### config.mk
export PLATFORM = sky130hd
export DESIGN_NAME = lfe_regs
export DESIGN_NICKNAME = d
export VERILOG_FILES = /design/src/verilog/lfe_pkg.sv /design/src/verilog/lfe_evt_if.sv /design/src/verilog/lfe_regs.sv /design/src/verilog/lfe_link_sampler.sv
export SDC_FILE = /design/constraint.sdc
export NUM_CORES = 1
export LEC_CHECK = 0
export BUFFER_PORTS_ARGS = -buffer_cell sky130_fd_sc_hd__clkbuf_2
export CAP_MARGIN = 20
export CORE_ASPECT_RATIO = 1.25
export CORE_UTILIZATION = 35
export CTS_CLUSTER_DIAMETER = 120
export DETAILED_ROUTE_END_ITERATION = 10
export PLACE_DENSITY = 0.58
export SETUP_SLACK_MARGIN = 0.2
export SLEW_MARGIN = 10
export SYNTH_ARGS = -nofsm -noshare
export SYNTH_HDL_FRONTEND = slang
export SYNTH_SLANG_ARGS = --single-unit
### constraint.sdc
create_clock -name clk_i -period 2.25 [get_ports clk_i]
set_input_delay 0.225 -clock clk_i [delete_from_list [all_inputs] [get_ports clk_i]]
set_output_delay 0.225 -clock clk_i [all_outputs]
set_load 0.03 [all_outputs]
### src/verilog/lfe_pkg.sv
// Constants and types shared by the link frequency and error register block
package lfe_pkg;

  // ******************************************************************
  // Register indices (byte address is four times the index)
  // ******************************************************************
  localparam logic [8:0] FREQ_ERR_IDX     = 9'h0_051;
  localparam logic [8:0] CAP_IDX          = 9'h0_052;
  localparam logic [8:0] SCRATCH_IDX      = 9'h0_054;
  localparam logic [8:0] ROUTE_IDX        = 9'h0_056;
  localparam logic [8:0] STATUS_IDX       = 9'h0_057;
  localparam logic [8:0] SEC_FREQ_ERR_IDX = 9'h0_10d;
  localparam logic [8:0] SEC_CAP_IDX      = 9'h0_10e;

  // ******************************************************************
  // Field positions
  // ******************************************************************
  localparam int OVF_BIT         = 5;
  localparam int PROTO_BIT       = 4;
  localparam int ROUTE_NF_OVF    = 11;
  localparam int ROUTE_NF_PROTO  = 10;
  localparam int ROUTE_FT_OVF    = 3;
  localparam int ROUTE_FT_PROTO  = 2;
  localparam int ROUTE_FL_OVF    = 1;
  localparam int ROUTE_FL_PROTO  = 0;
  localparam logic [15:0] ROUTE_MASK = 16'h0_c0f;

  // ******************************************************************
  // Reset values
  // ******************************************************************
  localparam logic [3:0]  RATE_RESET    = 4'h0;
  localparam logic [15:0] SCRATCH_RESET = 16'h0_000;
  localparam logic [15:0] ROUTE_RESET   = 16'h0_000;

  // ******************************************************************
  // Capability vectors by core clock
  // ******************************************************************
  localparam logic [15:0] CAP_CORE_100 = 16'h0_007;
  localparam logic [15:0] CAP_CORE_133 = 16'h0_00f;
  localparam logic [15:0] CAP_CORE_200 = 16'h0_01f;

  // ******************************************************************
  // Operating modes and core clock straps
  // ******************************************************************
  typedef enum logic [1:0] {
    LFE_PLAIN_SINGLE_MODE   = 2'b00,
    LFE_PLAIN_DUAL_MODE     = 2'b01,
    LFE_SINGLE_PORT_BRIDGE  = 2'b10,
    LFE_DUAL_PORT_BRIDGE    = 2'b11
  } lfe_mode_e;

  localparam logic [1:0] CORE_100 = 2'h0;
  localparam logic [1:0] CORE_133 = 2'h1;

  // Transmitter clock in MHz for a rate code, zero for reserved codes
  function automatic logic [9:0] lfe_rate_mhz(input logic [3:0] code);
    case (code)
      4'h0:    lfe_rate_mhz = 10'd200;
      4'h1:    lfe_rate_mhz = 10'd300;
      4'h2:    lfe_rate_mhz = 10'd400;
      4'h3:    lfe_rate_mhz = 10'd500;
      4'h4:    lfe_rate_mhz = 10'd600;
      default: lfe_rate_mhz = 10'd0;
    endcase
  endfunction : lfe_rate_mhz

endpackage : lfe_pkg

### src/verilog/lfe_evt_if.sv
// Event carrier between the link sampler and the register block
`timescale 1ns/10ps
interface lfe_evt_if;
  logic ovf_evt;
  logic proto_evt;
  logic link_edge;
  modport src (output ovf_evt, output proto_evt, output link_edge);
  modport dst (input ovf_evt, input proto_evt, input link_edge);
endinterface : lfe_evt_if

### src/verilog/lfe_regs.sv
// Second-link frequency, error, capability and scratchpad registers
// Functional notes
// - Receive overflow sets sticky flag bit 5; read clears; kept on warm reset
// - Protocol violation sets sticky flag bit 4; read clears; kept on warm reset
// - Each error flag routes to sync flood, fatal or nonfatal by enables
// - Rate field bits 3:0 picks 200, 300, 400, 500 or 600 MHz
// - Link data rate is twice the transmitter clock, both edges used
// - New rate code written by software takes effect at next warm reset
// - In synchronous clocking, receiver and transmitter both use programmed rate
// - Rate field clears only on cold reset, survives warm reset
// - Non-bridging modes read these registers as zero; plain dual mode does too
// - Single bridge uses primary set; dual bridge uses secondary space for frequency/error and capability, primary scratchpad
// - Read-only 16-bit capability vector, bit N marks code N supported
// - Capability is 0x0007, 0x000f or 0x001f for 100, 133, 200 MHz core
// - 16-bit scratchpad, reset zero, no hardware effect
//
// Local design decision: the Wishbone slave port.
`timescale 1ns/10ps
module lfe_regs (
  // Clock and cold reset
  input  wire logic        clk_i,
  input  wire logic        rst_i,
  // Wishbone slave
  input  wire logic        wb_cyc_i,
  input  wire logic        wb_stb_i,
  input  wire logic        wb_we_i,
  input  wire logic [10:0] wb_adr_i,
  input  wire logic [3:0]  wb_sel_i,
  input  wire logic [31:0] wb_dat_i,
  output logic      [31:0] wb_dat_o,
  output logic             wb_ack_o,
  // Straps and warm reset pins
  input  wire logic [1:0]  mode_i,
  input  wire logic [1:0]  core_clk_sel_i,
  input  wire logic        sync_clocking_i,
  input  wire logic        warm_rst_i,
  // Link side
  input  wire logic        link_clk_i,
  input  wire logic        link_ovf_i,
  input  wire logic        link_proto_i,
  // Rate and error outputs
  output logic      [3:0]  tx_rate_o,
  output logic      [3:0]  rx_rate_o,
  output logic      [10:0] data_rate_o,
  output logic             sync_flood_o,
  output logic             fatal_err_o,
  output logic             nonfatal_err_o
);

  // ******************************************************************
  // Link event sampling
  // ******************************************************************
  lfe_evt_if evt ();

  lfe_link_sampler u_sampler (
    .clk_i        (clk_i),
    .rst_i        (rst_i),
    .link_clk_i   (link_clk_i),
    .link_ovf_i   (link_ovf_i),
    .link_proto_i (link_proto_i),
    .evt          (evt.src)
  );

  // ******************************************************************
  // Strap and warm reset synchronisers
  // ******************************************************************
  logic [5:0]        pin_s1_reg;
  logic [5:0]        pin_s2_reg;
  logic              warm_last_reg;
  lfe_pkg::lfe_mode_e mode_reg;
  logic [1:0]        core_sel_reg;
  logic              sync_clk_reg;
  wire  logic        warm_pulse;

  always_ff @(posedge clk_i)
  begin
    if (rst_i)
    begin
      pin_s1_reg    <= 6'h00;
      pin_s2_reg    <= 6'h00;
      warm_last_reg <= 1'b0;
      mode_reg      <= lfe_pkg::LFE_PLAIN_SINGLE_MODE;
      core_sel_reg  <= lfe_pkg::CORE_100;
      sync_clk_reg  <= 1'b0;
    end
    else
    begin
      pin_s1_reg    <= {mode_i, core_clk_sel_i, sync_clocking_i, warm_rst_i};
      pin_s2_reg    <= pin_s1_reg;
      warm_last_reg <= pin_s2_reg[0];
      mode_reg      <= lfe_pkg::lfe_mode_e'(pin_s2_reg[5:4]);
      core_sel_reg  <= pin_s2_reg[3:2];
      sync_clk_reg  <= pin_s2_reg[1];
    end
  end

  assign warm_pulse = pin_s2_reg[0] & ~warm_last_reg;

  // ******************************************************************
  // Address decode
  // ******************************************************************
  wire logic [8:0] idx       = wb_adr_i[10:2];
  wire logic       single_br = mode_reg == lfe_pkg::LFE_SINGLE_PORT_BRIDGE;
  wire logic       dual_br   = mode_reg == lfe_pkg::LFE_DUAL_PORT_BRIDGE;
  wire logic       bridge    = single_br | dual_br;
  wire logic       req       = wb_cyc_i & wb_stb_i & ~wb_ack_o;
  wire logic       rd        = req & ~wb_we_i;
  wire logic       wr        = req & wb_we_i;
  // Primary frequency/error and capability serve single bridge only; dual uses secondary; scratch and routing stay primary in both
  wire logic hit_fe  = (single_br & idx == lfe_pkg::FREQ_ERR_IDX) |
                       (dual_br & idx == lfe_pkg::SEC_FREQ_ERR_IDX);
  wire logic hit_cap = (single_br & idx == lfe_pkg::CAP_IDX) |
                       (dual_br & idx == lfe_pkg::SEC_CAP_IDX);
  wire logic hit_scr = bridge & idx == lfe_pkg::SCRATCH_IDX;
  wire logic hit_rte = bridge & idx == lfe_pkg::ROUTE_IDX;
  wire logic hit_sts = idx == lfe_pkg::STATUS_IDX;

  // ******************************************************************
  // Register state
  // ******************************************************************
  logic        ovf_reg;
  logic        proto_reg;
  logic [3:0]  rate_sel_reg;
  logic [3:0]  active_rate_reg;
  logic [15:0] scratch_reg;
  logic [15:0] route_reg;
  logic [15:0] cap_vec;
  logic        ovf_next;
  logic        proto_next;

  // Flags are sticky; a simultaneous event beats the clearing read
  wire logic clr_fe    = rd & hit_fe;
  wire logic set_ovf   = bridge & evt.ovf_evt;
  wire logic set_proto = bridge & evt.proto_evt;
  assign ovf_next   = (ovf_reg & ~clr_fe) | set_ovf;
  assign proto_next = (proto_reg & ~clr_fe) | set_proto;

  // Capability follows the core clock strap
  assign cap_vec = (core_sel_reg == lfe_pkg::CORE_100) ? lfe_pkg::CAP_CORE_100 :
                   (core_sel_reg == lfe_pkg::CORE_133) ? lfe_pkg::CAP_CORE_133 :
                   lfe_pkg::CAP_CORE_200;

  // Only cold reset touches the flags and the rate field
  always_ff @(posedge clk_i)
  begin
    if (rst_i)
    begin
      ovf_reg      <= 1'b0;
      proto_reg    <= 1'b0;
      rate_sel_reg <= lfe_pkg::RATE_RESET;
      scratch_reg  <= lfe_pkg::SCRATCH_RESET;
    end
    else
    begin
      ovf_reg   <= ovf_next;
      proto_reg <= proto_next;
      if (wr & hit_fe & wb_sel_i[0])
        rate_sel_reg <= wb_dat_i[3:0];
      if (wr & hit_scr & wb_sel_i[0])
        scratch_reg[7:0] <= wb_dat_i[7:0];
      if (wr & hit_scr & wb_sel_i[1])
        scratch_reg[15:8] <= wb_dat_i[15:8];
    end
  end

  // Warm reset loads the new rate and clears the routing enables
  always_ff @(posedge clk_i)
  begin
    if (rst_i)
    begin
      active_rate_reg <= lfe_pkg::RATE_RESET;
      route_reg       <= lfe_pkg::ROUTE_RESET;
    end
    else if (warm_pulse)
    begin
      active_rate_reg <= rate_sel_reg;
      route_reg       <= lfe_pkg::ROUTE_RESET;
    end
    else
    begin
      if (wr & hit_rte & wb_sel_i[0])
        route_reg[7:0] <= wb_dat_i[7:0] & lfe_pkg::ROUTE_MASK[7:0];
      if (wr & hit_rte & wb_sel_i[1])
        route_reg[15:8] <= wb_dat_i[15:8] & lfe_pkg::ROUTE_MASK[15:8];
    end
  end

  // ******************************************************************
  // Read mux and bus answer
  // ******************************************************************
  wire logic [31:0] rd_fe  = {26'h0, ovf_reg, proto_reg, rate_sel_reg};
  wire logic [31:0] rd_sts = {24'h0, core_sel_reg, mode_reg, active_rate_reg};
  // Unmapped and reserved locations read zero
  wire logic [31:0] rd_mux = hit_fe  ? rd_fe :
                             hit_cap ? {16'h0, cap_vec} :
                             hit_scr ? {16'h0, scratch_reg} :
                             hit_rte ? {16'h0, route_reg} :
                             hit_sts ? rd_sts : 32'h0;

  always_ff @(posedge clk_i)
  begin
    if (rst_i)
    begin
      wb_ack_o <= 1'b0;
      wb_dat_o <= 32'h0;
    end
    else
    begin
      wb_ack_o <= req;
      wb_dat_o <= rd ? rd_mux : 32'h0;
    end
  end

  // ******************************************************************
  // Rate and error outputs
  // ******************************************************************
  wire logic [10:0] ddr_rate = {lfe_pkg::lfe_rate_mhz(active_rate_reg), 1'b0};
  wire logic flood = (ovf_reg & route_reg[lfe_pkg::ROUTE_FL_OVF]) |
                     (proto_reg & route_reg[lfe_pkg::ROUTE_FL_PROTO]);
  wire logic fatal = (ovf_reg & route_reg[lfe_pkg::ROUTE_FT_OVF]) |
                     (proto_reg & route_reg[lfe_pkg::ROUTE_FT_PROTO]);
  wire logic nfat  = (ovf_reg & route_reg[lfe_pkg::ROUTE_NF_OVF]) |
                     (proto_reg & route_reg[lfe_pkg::ROUTE_NF_PROTO]);

  always_ff @(posedge clk_i)
  begin
    if (rst_i)
    begin
      tx_rate_o      <= lfe_pkg::RATE_RESET;
      rx_rate_o      <= lfe_pkg::RATE_RESET;
      data_rate_o    <= 11'h000;
      sync_flood_o   <= 1'b0;
      fatal_err_o    <= 1'b0;
      nonfatal_err_o <= 1'b0;
    end
    else
    begin
      tx_rate_o      <= active_rate_reg;
      rx_rate_o      <= sync_clk_reg ? active_rate_reg
                                     : lfe_pkg::RATE_RESET;
      data_rate_o    <= ddr_rate;
      sync_flood_o   <= flood;
      fatal_err_o    <= fatal;
      nonfatal_err_o <= nfat;
    end
  end

  // ******************************************************************
  // Checks
  // ******************************************************************
  chk_ovf_sets_flag: assert property (
    @(posedge clk_i) disable iff (rst_i)
    set_ovf |=> ovf_reg)
    else $error("overflow event did not set flag");

  chk_proto_sets_flag: assert property (
    @(posedge clk_i) disable iff (rst_i)
    set_proto |=> proto_reg)
    else $error("protocol event did not set flag");

  chk_read_clears_flag: assert property (
    @(posedge clk_i) disable iff (rst_i)
    clr_fe && !set_ovf |=> !ovf_reg)
    else $error("read did not clear overflow flag");

  chk_set_beats_clear: assert property (
    @(posedge clk_i) disable iff (rst_i)
    clr_fe && set_proto |=> proto_reg ##1 (proto_reg || clr_fe))
    else $error("protocol event lost under clearing read");

  chk_rate_waits_warm: assert property (
    @(posedge clk_i) disable iff (rst_i)
    !warm_pulse |=> $stable(active_rate_reg))
    else $error("active rate changed without warm reset");

  chk_rate_on_warm: assert property (
    @(posedge clk_i) disable iff (rst_i)
    warm_pulse |=> active_rate_reg == $past(rate_sel_reg) ##1
      tx_rate_o == $past(active_rate_reg))
    else $error("warm reset did not load programmed rate");

  chk_rate_cold_zero: assert property (
    @(posedge clk_i)
    $fell(rst_i) |-> rate_sel_reg == 4'h0 && ovf_reg == 1'b0)
    else $error("cold reset did not clear rate field");

  chk_cap_core_100: assert property (
    @(posedge clk_i) disable iff (rst_i)
    rd && hit_cap && core_sel_reg == 2'h0 |=> wb_dat_o == 32'h0000_0007)
    else $error("capability wrong for 100 MHz core");

  chk_plain_reads_zero: assert property (
    @(posedge clk_i) disable iff (rst_i)
    rd && !bridge && idx != lfe_pkg::STATUS_IDX |=> wb_dat_o == 32'h0)
    else $error("non-bridging mode read was not zero");

  chk_fatal_route: assert property (
    @(posedge clk_i) disable iff (rst_i)
    ovf_reg && route_reg[3] |=> fatal_err_o)
    else $error("overflow not routed to fatal output");

  chk_data_rate_double: assert property (
    @(posedge clk_i) disable iff (rst_i)
    active_rate_reg == 4'h4 |=> data_rate_o == 11'd1200)
    else $error("data rate not twice the clock");

  chk_cap_core_200: assert property (
    @(posedge clk_i) disable iff (rst_i)
    rd && hit_cap && core_sel_reg[1] |=> wb_dat_o == 32'h0000_001f)
    else $error("capability wrong for 200 MHz core");

  chk_plain_no_flags: assert property (
    @(posedge clk_i) disable iff (rst_i)
    !bridge && !ovf_reg && !proto_reg |=> !ovf_reg && !proto_reg)
    else $error("error flag set outside bridging modes");

endmodule : lfe_regs

### src/verilog/lfe_link_sampler.sv
// Samples the link clock and error levels and turns them into event pulses
`timescale 1ns/10ps
module lfe_link_sampler (
  // Clock and reset
  input  wire logic clk_i,
  input  wire logic rst_i,
  // Link pins
  input  wire logic link_clk_i,
  input  wire logic link_ovf_i,
  input  wire logic link_proto_i,
  // Events
  lfe_evt_if.src    evt
);

  // ******************************************************************
  // Synchronisers
  // ******************************************************************
  logic [2:0] s1_reg;
  logic [2:0] s2_reg;
  logic       clk_last_reg;
  wire  logic any_edge;

  always_ff @(posedge clk_i)
  begin
    if (rst_i)
    begin
      s1_reg       <= 3'h0;
      s2_reg       <= 3'h0;
      clk_last_reg <= 1'b0;
    end
    else
    begin
      s1_reg       <= {link_clk_i, link_ovf_i, link_proto_i};
      s2_reg       <= s1_reg;
      clk_last_reg <= s2_reg[2];
    end
  end

  // Data move on both link clock edges, so both are sampling points
  assign any_edge = s2_reg[2] ^ clk_last_reg;

  always_ff @(posedge clk_i)
  begin
    if (rst_i)
    begin
      evt.ovf_evt   <= 1'b0;
      evt.proto_evt <= 1'b0;
      evt.link_edge <= 1'b0;
    end
    else
    begin
      evt.ovf_evt   <= any_edge & s2_reg[1];
      evt.proto_evt <= any_edge & s2_reg[0];
      evt.link_edge <= any_edge;
    end
  end

endmodule : lfe_link_sampler

## Word-level counts from Yosys, hierarchy flattened

Index checks and enable logic that the tools add are counted.

- Flip-flop bits (word level): 114
- Bits of input ports: 61
- Word-level logic and storage cells: 106

- Equality and inequality tests: 14
- Muxes and demuxes: 8
- Bitwise operators: 47
- Reductions and logical operators: 7

Operators by type and width:

| kind | count |
|---|---|
| $pmux W10 S5 | 1 |
| $eq A9 B7 Y1 const B | 5 |
| $and A1 B1 Y1 | 32 |
| $mux W16 | 2 |
| $eq A9 B9 Y1 const B | 2 |
| $mux W12 | 1 |
| $mux W5 | 2 |
| $eq A4 B2 Y1 const B | 2 |
| $mux W8 | 1 |
| $or A1 B1 Y1 | 8 |
| $mux W6 | 1 |
| $not A1 Y1 | 6 |
| $reduce_or A2 Y1 | 3 |
| $reduce_or A6 Y1 | 1 |
| $eq A2 B2 Y1 const B | 2 |
| $eq A4 B1 Y1 const B | 1 |
| $eq A4 B3 Y1 const B | 1 |
| $logic_not A4 Y1 | 1 |
| $reduce_or A3 Y1 | 1 |
| $eq A2 B1 Y1 const B | 1 |
| $logic_not A2 Y1 | 1 |
| $xor A1 B1 Y1 | 1 |

## Logic depth before layout (Yosys ltp)

Gate-level depths: netlist (run 1).

- Depth in word-level cells: 7
- Depth in mapped cells: 7
- Mapped depth without buffers: 4

## Cells and area by module

From an unflattened synthesis (run 1), not the netlist that was laid out.

- Cell total of the unflattened synthesis: 381
- Area, all modules: 3686.0 um^2

By module, submodules not included:

| module | times used | cells an instance | area an instance (um^2) |
|---|---|---|---|
| lfe_regs | 1 | 359 | 3407.0 |
| lfe_link_sampler | 1 | 22 | 279.0 |

## Worst setup path before layout (run 1)

Ideal clock, no wire load.

- Path kind: register to register
- Start point: register wb_ack_o
- End point: register wb_dat_o[4]
- Library setup time: 95 ps
- Arrival time: 1792 ps
- Setup slack: 362 ps
- Cell stages (with the launch flop): 5
- Path buffers: 1
- Period minus slack after synthesis: 1888 ps
- Cells stage by stage: dfxtp_1 or4_1 buf_2 or4_1 a221oi_1

- Longest elaborated chain between the ends: 5

Ends and longest elaborated chain:

| element | line | text |
|---|---|---|
| start, declared | lfe_regs.sv:31 | `output logic wb_ack_o,` |
| start signal, assigned | lfe_regs.sv:209 | `wb_ack_o <= req;` |
| $not A1 Y1 | lfe_regs.sv:106 | `wire logic req = wb_cyc_i & wb_stb_i & ~wb_ack_o;` |
| $and A1 B1 Y1 | lfe_regs.sv:106 |  |
| $and A1 B1 Y1 | lfe_regs.sv:107 | `wire logic rd = req & ~wb_we_i;` |
| $not A1 Y1 (no source line) | - |  |
| $reduce_or A2 Y1 (no source line) | - |  |
| end signal, assigned | lfe_regs.sv:210 | `wb_dat_o <= rd ? rd_mux : 32'h0;` |
| end, declared | lfe_regs.sv:30 | `output logic [31:0] wb_dat_o,` |

No other way between the ends.
A chain may end at the register's enable or synchronous reset.

## Final worst setup path (run 1)

Ends and elaborated chain as after synthesis.

==> results of run 1 <==
==> synth_stat cells, drive strengths merged (5+ instances only) <==
master  number
and3         6
o21ai       27
mux2i        8
inv          5
nor2b       30
nand3       26
buf         33
a21oi       28
nor3         5
clkbuf      15
nand2       10
and2        10
dfxtp       94
a22oi        5
nand4        7
nor2        22
==> logic make-up after synthesis <==
kind of cell,count (synthesis),synth area share
simple gates,140,0.220
flops,94,0.515
compound gates,89,0.157
buf+inv,53,0.0822
mux,8,0.0219
xor+xnor,1,0.00240
other cells,1,0.00103
==> metal layers <==
metal,vias up,GRT usage,part of all wire
li1,1465,-,-
met1,1332,0.198,0.43
met2,83,0.275,0.50
met3,11,0.0365,0.046
met4,0,0.0779,0.022
met5,-,0,0
==> worst register-to-register path, stage by stage, from the launching register on <==
cell and delay, ns:
dfxtp_1 0.35, or4_1 0.68, or4_1 0.51, a221oi_1 0.27
==> layout make-up <==
class | count | share of cell area
multi-input cells | 257 | 0.350
flip-flops and latches | 94 | 0.429
inverters | 5 | 0.00428
clock inverters | 4 | 0.0160
well taps | 129 | 0.0368
clock buffers | 12 | 0.0562
repair buffers | 88 | 0.107
==> power breakdown <==
group	switching, mW	leakage, nW	internal, mW
Clock	0.585	0.157	1.00
Combinational	0.137	0.834	0.0647
Sequential	0.00678	0.763	1.69
Total	0.729	1.75	2.75
==> stage by stage <==
step | cell area (µm²) | cells | setup WS [ns] | hold WS [ns] | util
finish | 4390 | 589 | 0.345 | 0.0964 | 0.434
global route | 4390 | 589 | 0.306 | 0.103 | 0.434
CTS | 4390 | 589 | 0.359 | 0.0846 | 0.434
detailed placement | 4070 | 573 | 0.348 | 0.420 | 0.403
global placement | 4070 | 573 | 0.366 | 0.414 | 0.403
floorplan | 3720 | 404 | 0.362 | 0.353 | -
==> final timing paths <==
check	slack, ns	end	cells after the start
worst max-delay path	0.35	wb_dat_o[4]	3
worst min-delay path	0.1	u_sampler.s1_reg[0]	2
worst max register to register	0.35	wb_dat_o[4]	3
worst min register to register	0.43	u_sampler.evt.ovf_evt	1
==> flow_metrics.tcl, run 1 <==
set metrics [dict create \
    status "complete, no violations" \
    leakagePower_nw 1.75 \
    p_total_mw 3.48 \
    critical_path.top_delay_family "simple AND/OR/NAND/NOR gates" \
    ios 116 \
    die-area_um2 10800 \
    netlist_instances 386 \
    finClkSkew_ns 0.00474 \
    path_class "reg2reg" \
    drtPass1Iterations 4 \
    final_common_cell "dfxtp_1" \
    maxSlewViolCount 0 \
    nets 516 \
    clkSinkCount 94 \
    async_reset_ff_frac 0 \
    cts-hold-fix-buffers 0 \
    routabilityCongestion 0.837 \
    cts_tree "done" \
    synth_ff_type "dfxtp_1" \
    setup_tns_ns 0 \
    ys_seq_elements 94 \
    multi_input_area_um2 1540 \
    hold_viol_final 0 \
    postCtsSetupRepairBufs 0 \
    hp-class "in2reg" \
    setup_viol 0 \
    synth.avg_cell_area_um2 9.46 \
    initial_core_util 0.361 \
    yosys_warnings 0 \
    synth.area.top_cells "dfxtp_1 52%, nor2b_1 5.1%, buf_4 4.3%" \
    fill_cells 1019 \
    grt_pass1_vias 2696 \
    crit_path_start_kind "flip-flop" \
    synth_area_um2 3650 \
    routed_wirelength_um 8430 \
    ys_types 49 \
    vias_per_cell 4.91 \
    hold_start "link_proto_i" \
    p_per_area_nw_per_um2 794 \
    worstReg2RegStart "wb_ack_o" \
    rsz0062_at_grt "no" \
    synth_top_cell_by_area "dfxtp_1" \
    cts_buffer_depth 2 \
    htree_levels 3 \
    grt_max_degree 63 \
    netlist.area_leader.share 0.515 \
    grt_usage 0.164 \
    cp_max_fo 6 \
    core-area_um2 10100 \
    antenna_found_initial 0 \
    crit_start "wb_ack_o" \
    drive_gt1_frac 0.233 \
    grt_first_pass_wirelength_um 13400 \
    post-route-period-util 0.847 \
    slowest_stage "or4_1" \
    insertion_delay_ns 0.33 \
    seqCellArea_um2 1880 \
    diodes 0 \
    ant_nets 0 \
    drcViolationCount 0 \
    cap_violations 0 \
    area_growth_syn_to_layout_pct 20.1 \
    num_vias 2891 \
    peakVddDrop_mv 0.324 \
    path_buf_inv 0 \
    wire_per_inst_um 14.3 \
    final_cell_mix "94 x dfxtp_1, 76 x clkbuf_2, 30 x nor2b_1" \
    maxSlewHeadroom 0.552 \
    fmax_ghz 0.525 \
    fp.dieW_um 93.4 \
    cts_root_buffer "clkbuf_16" \
    cp_cell_sequence "or4_1 > or4_1 > a221oi_1" \
    cp.required_ns 2.49 \
    worst_setup_path_end_kind "flip-flop" \
    num_rows 41 \
    cts_made_buffers 9 \
    dpl.hpwl_um 6070 \
    cts_resized 0 \
    fin_crit_ns 1.90 \
    crit_arrival_ns 2.14 \
    portBuffers 76 \
    clkTransAtPathRegs_ns 0.06 \
    die_h_um 116 \
    synth_edf_count 0 \
    seq_area_frac_synth 0.515 \
    grt_overflow 0 \
    drt_iter0_drc 195 \
    cpMostUsedCell "or4_1" \
    worstMarginPinSlew_ns 0.666 \
    slowest_delay_ns 0.68 \
]
No activity file was read; power rests on OpenSTA's default activity.
==> run 2, diff against run 1 <==
==> constraint.sdc (replaced) <==
create_clock -name clk_i -period 1.86 [get_ports clk_i]
set_input_delay 0.186 -clock clk_i [delete_from_list [all_inputs] [get_ports clk_i]]
set_output_delay 0.186 -clock clk_i [all_outputs]
set_load 0.03 [all_outputs]
==> run 2 against run 1 <==
  * Sequential share of layout area fell by 1.3 points
  * Critical endpoint unchanged
  * Clock power rose by 25%
  * Largest power group unchanged
  * Global-route usage fell by 0.14 points
  * Combinational power rose by 28%
  * Cell area rose by 3.3%
  * Sequential cell count did not move
==> flow_metrics.tcl, run 2 (synthesis gave the netlist of run 1 again) <==
set metrics [dict create \
    drtPass1Iterations 4 \
    place_area_um2 4150 \
    setup_viol 0 \
    route.met3.wl_um 365 \
    cpMostUsedCell "or4_4" \
    rrSetupSlack_ns 0.17 \
    peakVddDrop_mv 0.359 \
    final_common_cell "dfxtp_1" \
    crit_arrival_ns 1.95 \
    final_cell_mix "92 x dfxtp_1, 76 x clkbuf_2, 30 x nor2b_1" \
    antenna_found_initial 0 \
    critical_path.top_delay_family "simple AND/OR/NAND/NOR gates" \
    drive_gt1_frac 0.282 \
    clkTransAtPathRegs_ns 0.06 \
    num_rows 41 \
    insertion_delay_ns 0.34 \
    vias_per_cell 5.01 \
    fp.dieW_um 93.4 \
    worst_setup_path_end_kind "flip-flop" \
    final_cell_area_um2 4530 \
    post-route-period-util 0.909 \
    cts_buffer_depth 2 \
    hold_viol_final 0 \
    slowest_stage "or4_4" \
    ios 116 \
    maxSlewViolCount 0 \
    met1Wirelength_um 3550 \
    fin_crit_ns 1.69 \
    diodes 0 \
    path_class "reg2reg" \
    path_buf_inv 0 \
    htree_levels 3 \
    cts_made_buffers 9 \
    core-area_um2 10100 \
    num_vias 2993 \
    routabilityCongestion 0.878 \
    die-area_um2 10800 \
    fill_cells 1009 \
    ant_nets 0 \
    cp_max_fo 2 \
    wl_met2_um 4180 \
    wire_per_inst_um 14.2 \
    cp.required_ns 2.12 \
    fmax_ghz 0.591 \
    drt_iter0_drc 121 \
    grt_pass1_vias 2674 \
    finClkSkew_ns 0.00536 \
    die_h_um 116 \
    p_per_area_nw_per_um2 947 \
    setup_tns_ns 0 \
    hold_ws_ns 0.0543 \
    portBuffers 76 \
    finish.utilization 0.448 \
    nets 524 \
    initial_core_util 0.361 \
    grt_overflow 0 \
    clkSinkCount 94 \
    area_growth_syn_to_layout_pct 24.1 \
    crit_path_start_kind "flip-flop" \
    grt_usage 0.162 \
    cap_violations 0 \
    maxSlewHeadroom 0.673 \
    worstMarginPinSlew_ns 0.484 \
    cts_tree "done" \
    top_layer "met4" \
    grt_max_degree 32 \
    holdPathStages 2 \
    leakagePower_nw 1.81 \
    routed_wirelength_um 8450 \
    cp_cell_sequence "or4_4 > or4_4 > a221oi_2" \
    cts_root_buffer "clkbuf_16" \
    grt_first_pass_wirelength_um 13300 \
    slowest_delay_ns 0.54 \
    p_total_mw 4.29 \
    rsz0062_at_grt "yes" \
    status "complete, no violations" \
    rr_worst_depth 3 \
    hp-class "in2reg" \
    dpl.hpwl_um 6160 \
    drcViolationCount 0 \
    postCtsSetupRepairBufs 0 \
    cp.depth 3 \
]
## run 2: cell count changes in the layout (fill, tap and decap cells not counted), moves of 2 or more
| cell | previous run | this run |
|---|---|---|
| or4_4 | 0 | 3 |
| clkbuf_1 | 2 | 0 |
| dfxtp_1 | 94 | 92 |
| or4_1 | 3 | 0 |
| buf_4 | 12 | 19 |
| a221oi_2 | 0 | 4 |
| a221oi_1 | 4 | 0 |
## run 2: layout make-up
cell class              instances  area (µm²)  area share
clock buffers                  11         253      0.0558
multi-input cells             257        1590       0.350
well taps                     129         161      0.0356
flip-flops and latches         94        1890       0.417
clock inverters                 5        81.3      0.0180
inverters                       5        18.8     0.00414
repair buffers                 96         543       0.120
## run 2: stage by stage
step,setup slack [ns],std cells
after CTS,0.167,597
final,0.169,597
after global routing,0.110,597
after floorplan,0.0513,404
after detailed placement,0.0849,581
after global placement,0.109,581
## run 2: what timing repair did
item | in CTS | in global routing
hold buffers | 0 | 0
resized for setup | 4 | 9
setup endpoints to repair | 20 | 34
pin swaps | 0 | 2
cloned | 0 | 0
## run 2: where the power goes
group          total [mW]  internal [mW]  switching, mW
Clock                1.99           1.25          0.737
Combinational       0.258         0.0857          0.172
Sequential           2.05           2.04        0.00700
Total                4.29           3.37          0.916
## run 2: layer usage
layer,vias up,GRT usage
li1,1476,-
met1,1394,0.189
met2,96,0.265
met3,27,0.0391
met4,0,0.108
met5,-,0
## run 2: final timing paths
check / from / to
worst min-delay path: link_proto_i / u_sampler.s1_reg[0]
worst min register to register: u_sampler.s2_reg[1] / u_sampler.evt.ovf_evt
worst max-delay path: wb_ack_o / wb_dat_o[4]
worst max register to register: wb_ack_o / wb_dat_o[4]
## run 2: worst register-to-register path, cell delays in order, from the launching register on
cell and delay, ns:
dfxtp_4 0.34, or4_4 0.54, or4_4 0.49, a221oi_2 0.24
==> run 3, diff against run 2 <==
--- a/config.mk
+++ b/config.mk
@@ -8,10 +8,11 @@
 export BUFFER_PORTS_ARGS = -buffer_cell sky130_fd_sc_hd__clkbuf_2
 export CAP_MARGIN = 20
 export CORE_ASPECT_RATIO = 1.25
-export CORE_UTILIZATION = 35
+export CORE_UTILIZATION = 50
 export CTS_CLUSTER_DIAMETER = 120
+export CTS_CLUSTER_SIZE = 16
 export DETAILED_ROUTE_END_ITERATION = 10
-export PLACE_DENSITY = 0.58
+export PLACE_DENSITY = 0.79
 export SETUP_SLACK_MARGIN = 0.2
 export SLEW_MARGIN = 10
 export SYNTH_ARGS = -nofsm -noshare
==> run 3 against run 2 <==
  * Sequential power hardly changed
  * Clock skew rose by 0.0059 ns
  * Non-clock buffer count up 5
  * Die area fell by 29%
  * Via count rose by 3.8%
  * Cell count shrank 5.7%
  * Hold slack lost 0.029 ns
  * Wire length up 3.0%
  * Worst setup slack lost 0.00071 ns
  * Critical endpoint unchanged
  * Largest cell class unchanged
  * Highest routed layer unchanged
==> flow_metrics.tcl, run 3 (synthesis gave the netlist of run 1 again) <==
set metrics [dict create \
    nets 529 \
    worstMarginPinSlew_ns 0.626 \
    crit_arrival_ns 1.98 \
    routed_wirelength_um 8700 \
    wire_per_inst_um 15.5 \
    cts_made_buffers 9 \
    path_class "reg2reg" \
    hp-class "in2reg" \
    finClkSkew_ns 0.0113 \
    cp.required_ns 2.15 \
    htree_levels 3 \
    drive_gt1_frac 0.296 \
    seqPwrFrac 0.568 \
    post-route-period-util 0.910 \
    grt_usage 0.228 \
    cts_tree "done" \
    seqCellArea_um2 1890 \
    final_common_cell "dfxtp_1" \
    status "complete, no violations" \
    multi_input_area_um2 1610 \
    antenna_found_initial 0 \
    routabilityCongestion 0.867 \
    placed_cells 543 \
    setup_tns_ns 0 \
    path_buf_inv 0 \
    peakVddDrop_mv 0.654 \
    cp_cell_sequence "or4_4 > or4_4 > a221oi_2" \
    rsz0062_at_grt "yes" \
    clkTransAtPathRegs_ns 0.09 \
    cp_max_fo 2 \
    fin_crit_ns 1.69 \
    cap_violations 0 \
    worst_setup_path_end_kind "flip-flop" \
    p_comb_frac 0.073 \
    maxSlewViolCount 0 \
    insertion_delay_ns 0.37 \
    slowest_delay_ns 0.53 \
    grt_first_pass_wirelength_um 13300 \
    vias_per_cell 5.52 \
    portBuffers 76 \
    cpMostUsedCell "or4_4" \
    sw_frac_of_total 0.266 \
    final_cell_mix "92 x dfxtp_1, 76 x clkbuf_2, 30 x nor2b_1" \
    diodes 0 \
    num_rows 34 \
    hold_viol_final 0 \
    ios 116 \
    clkSinkCount 94 \
    slowest_stage "or4_4" \
    crit_path_start_kind "flip-flop" \
    pwr-share-clk 0.360 \
    die_h_um 97.5 \
    fp.dieW_um 78.4 \
    grt_overflow 0 \
    num_vias 3107 \
    area_growth_syn_to_layout_pct 20.9 \
    cts-hold-fix-buffers 0 \
    dpl.hpwl_um 5790 \
    critical_path.top_delay_family "simple AND/OR/NAND/NOR gates" \
    setup_viol 0 \
    fmax_ghz 0.591 \
    leakagePower_nw 1.78 \
    drcViolationCount 0 \
    die-area_um2 7650 \
    grt_pass1_vias 2852 \
    p_per_area_nw_per_um2 816 \
    core-area_um2 7020 \
    maxSlewHeadroom 0.582 \
    drt_iter0_drc 239 \
    grt_max_degree 63 \
    ant_nets 0 \
    p_int_mw 2.64 \
    initial_core_util 0.520 \
    fill_cells 616 \
    drtPass1Iterations 4 \
    power.switching_mw 0.959 \
    finalNonFillerCells 563 \
    cts_root_buffer "clkbuf_8" \
    cts_buffer_depth 2 \
]
==> run 3: cell count changes in the layout (fill, tap and decap cells not counted), moves of 2 or more <==
cell and delta:
clkbuf_16 -8, clkbuf_8 +7, clkinv_4 +3, buf_4 +2, bufinv_16 -2, inv_8 +2
o41ai_1 -2, o41ai_2 +2
==> run 3: layout make-up <==
class,count,share of cell area
clock buffer,9,0.0281
clock inverter,7,0.0150
inverter,5,0.00425
multi-input combinational,257,0.364
sequential,94,0.427
tap,90,0.0255
timing repair buffer,101,0.136
==> run 3: power groups by stage <==
stage               clock, mW  combinational, mW  sequential, mW
floorplan                   0              0.185            2.10
global route             1.38              0.281            2.05
detailed placement          0              0.249            2.09
global placement            0              0.246            2.09
finish                   1.29              0.262            2.04
CTS                      1.31              0.252            2.04
==> run 3: path summary, 6_finish.rpt <==
kind / from / end / slack, ns / cells past startpoint
setup / recovery: wb_ack_o / wb_dat_o[4] / 0.17 / 3
hold / removal: mode_i[1] / pin_s1_reg[5] / 0.03 / 2
setup reg to reg: wb_ack_o / wb_dat_o[4] / 0.17 / 3
hold reg to reg: u_sampler.s2_reg[0] / u_sampler.evt.proto_evt / 0.44 / 1
==> run 3: metal layers <==
layer / part of all wire / vias up / GRT usage
li1: - / 1489 / -
met1: 0.40 / 1468 / 0.252
met2: 0.51 / 126 / 0.388
met3: 0.054 / 24 / 0.0469
met4: 0.031 / 0 / 0.152
met5: 0 / - / 0
==> run 3: timing repair <==
item | CTS | global route
buffers inserted | 0 | 3
gates cloned | 0 | 1
endpoints found under the setup margin | 20 | 36
resized for setup | 5 | 12
pin swaps | 0 | 4
==> run 3: through the flow <==
step / total power, mW / hold slack [ns] / cell area (µm²) / utilization / setup slack, ns
floorplan: 2.28 / 0.314 / 3740 / - / 0.0513
global placement: 2.34 / 0.398 / 4110 / 0.586 / 0.0971
detailed placement: 2.34 / 0.399 / 4110 / 0.586 / 0.0595
CTS: 3.61 / 0.0130 / 4320 / 0.616 / 0.152
global route: 3.71 / 0.0185 / 4410 / 0.629 / 0.117
finish: 3.60 / 0.0252 / 4410 / 0.629 / 0.168
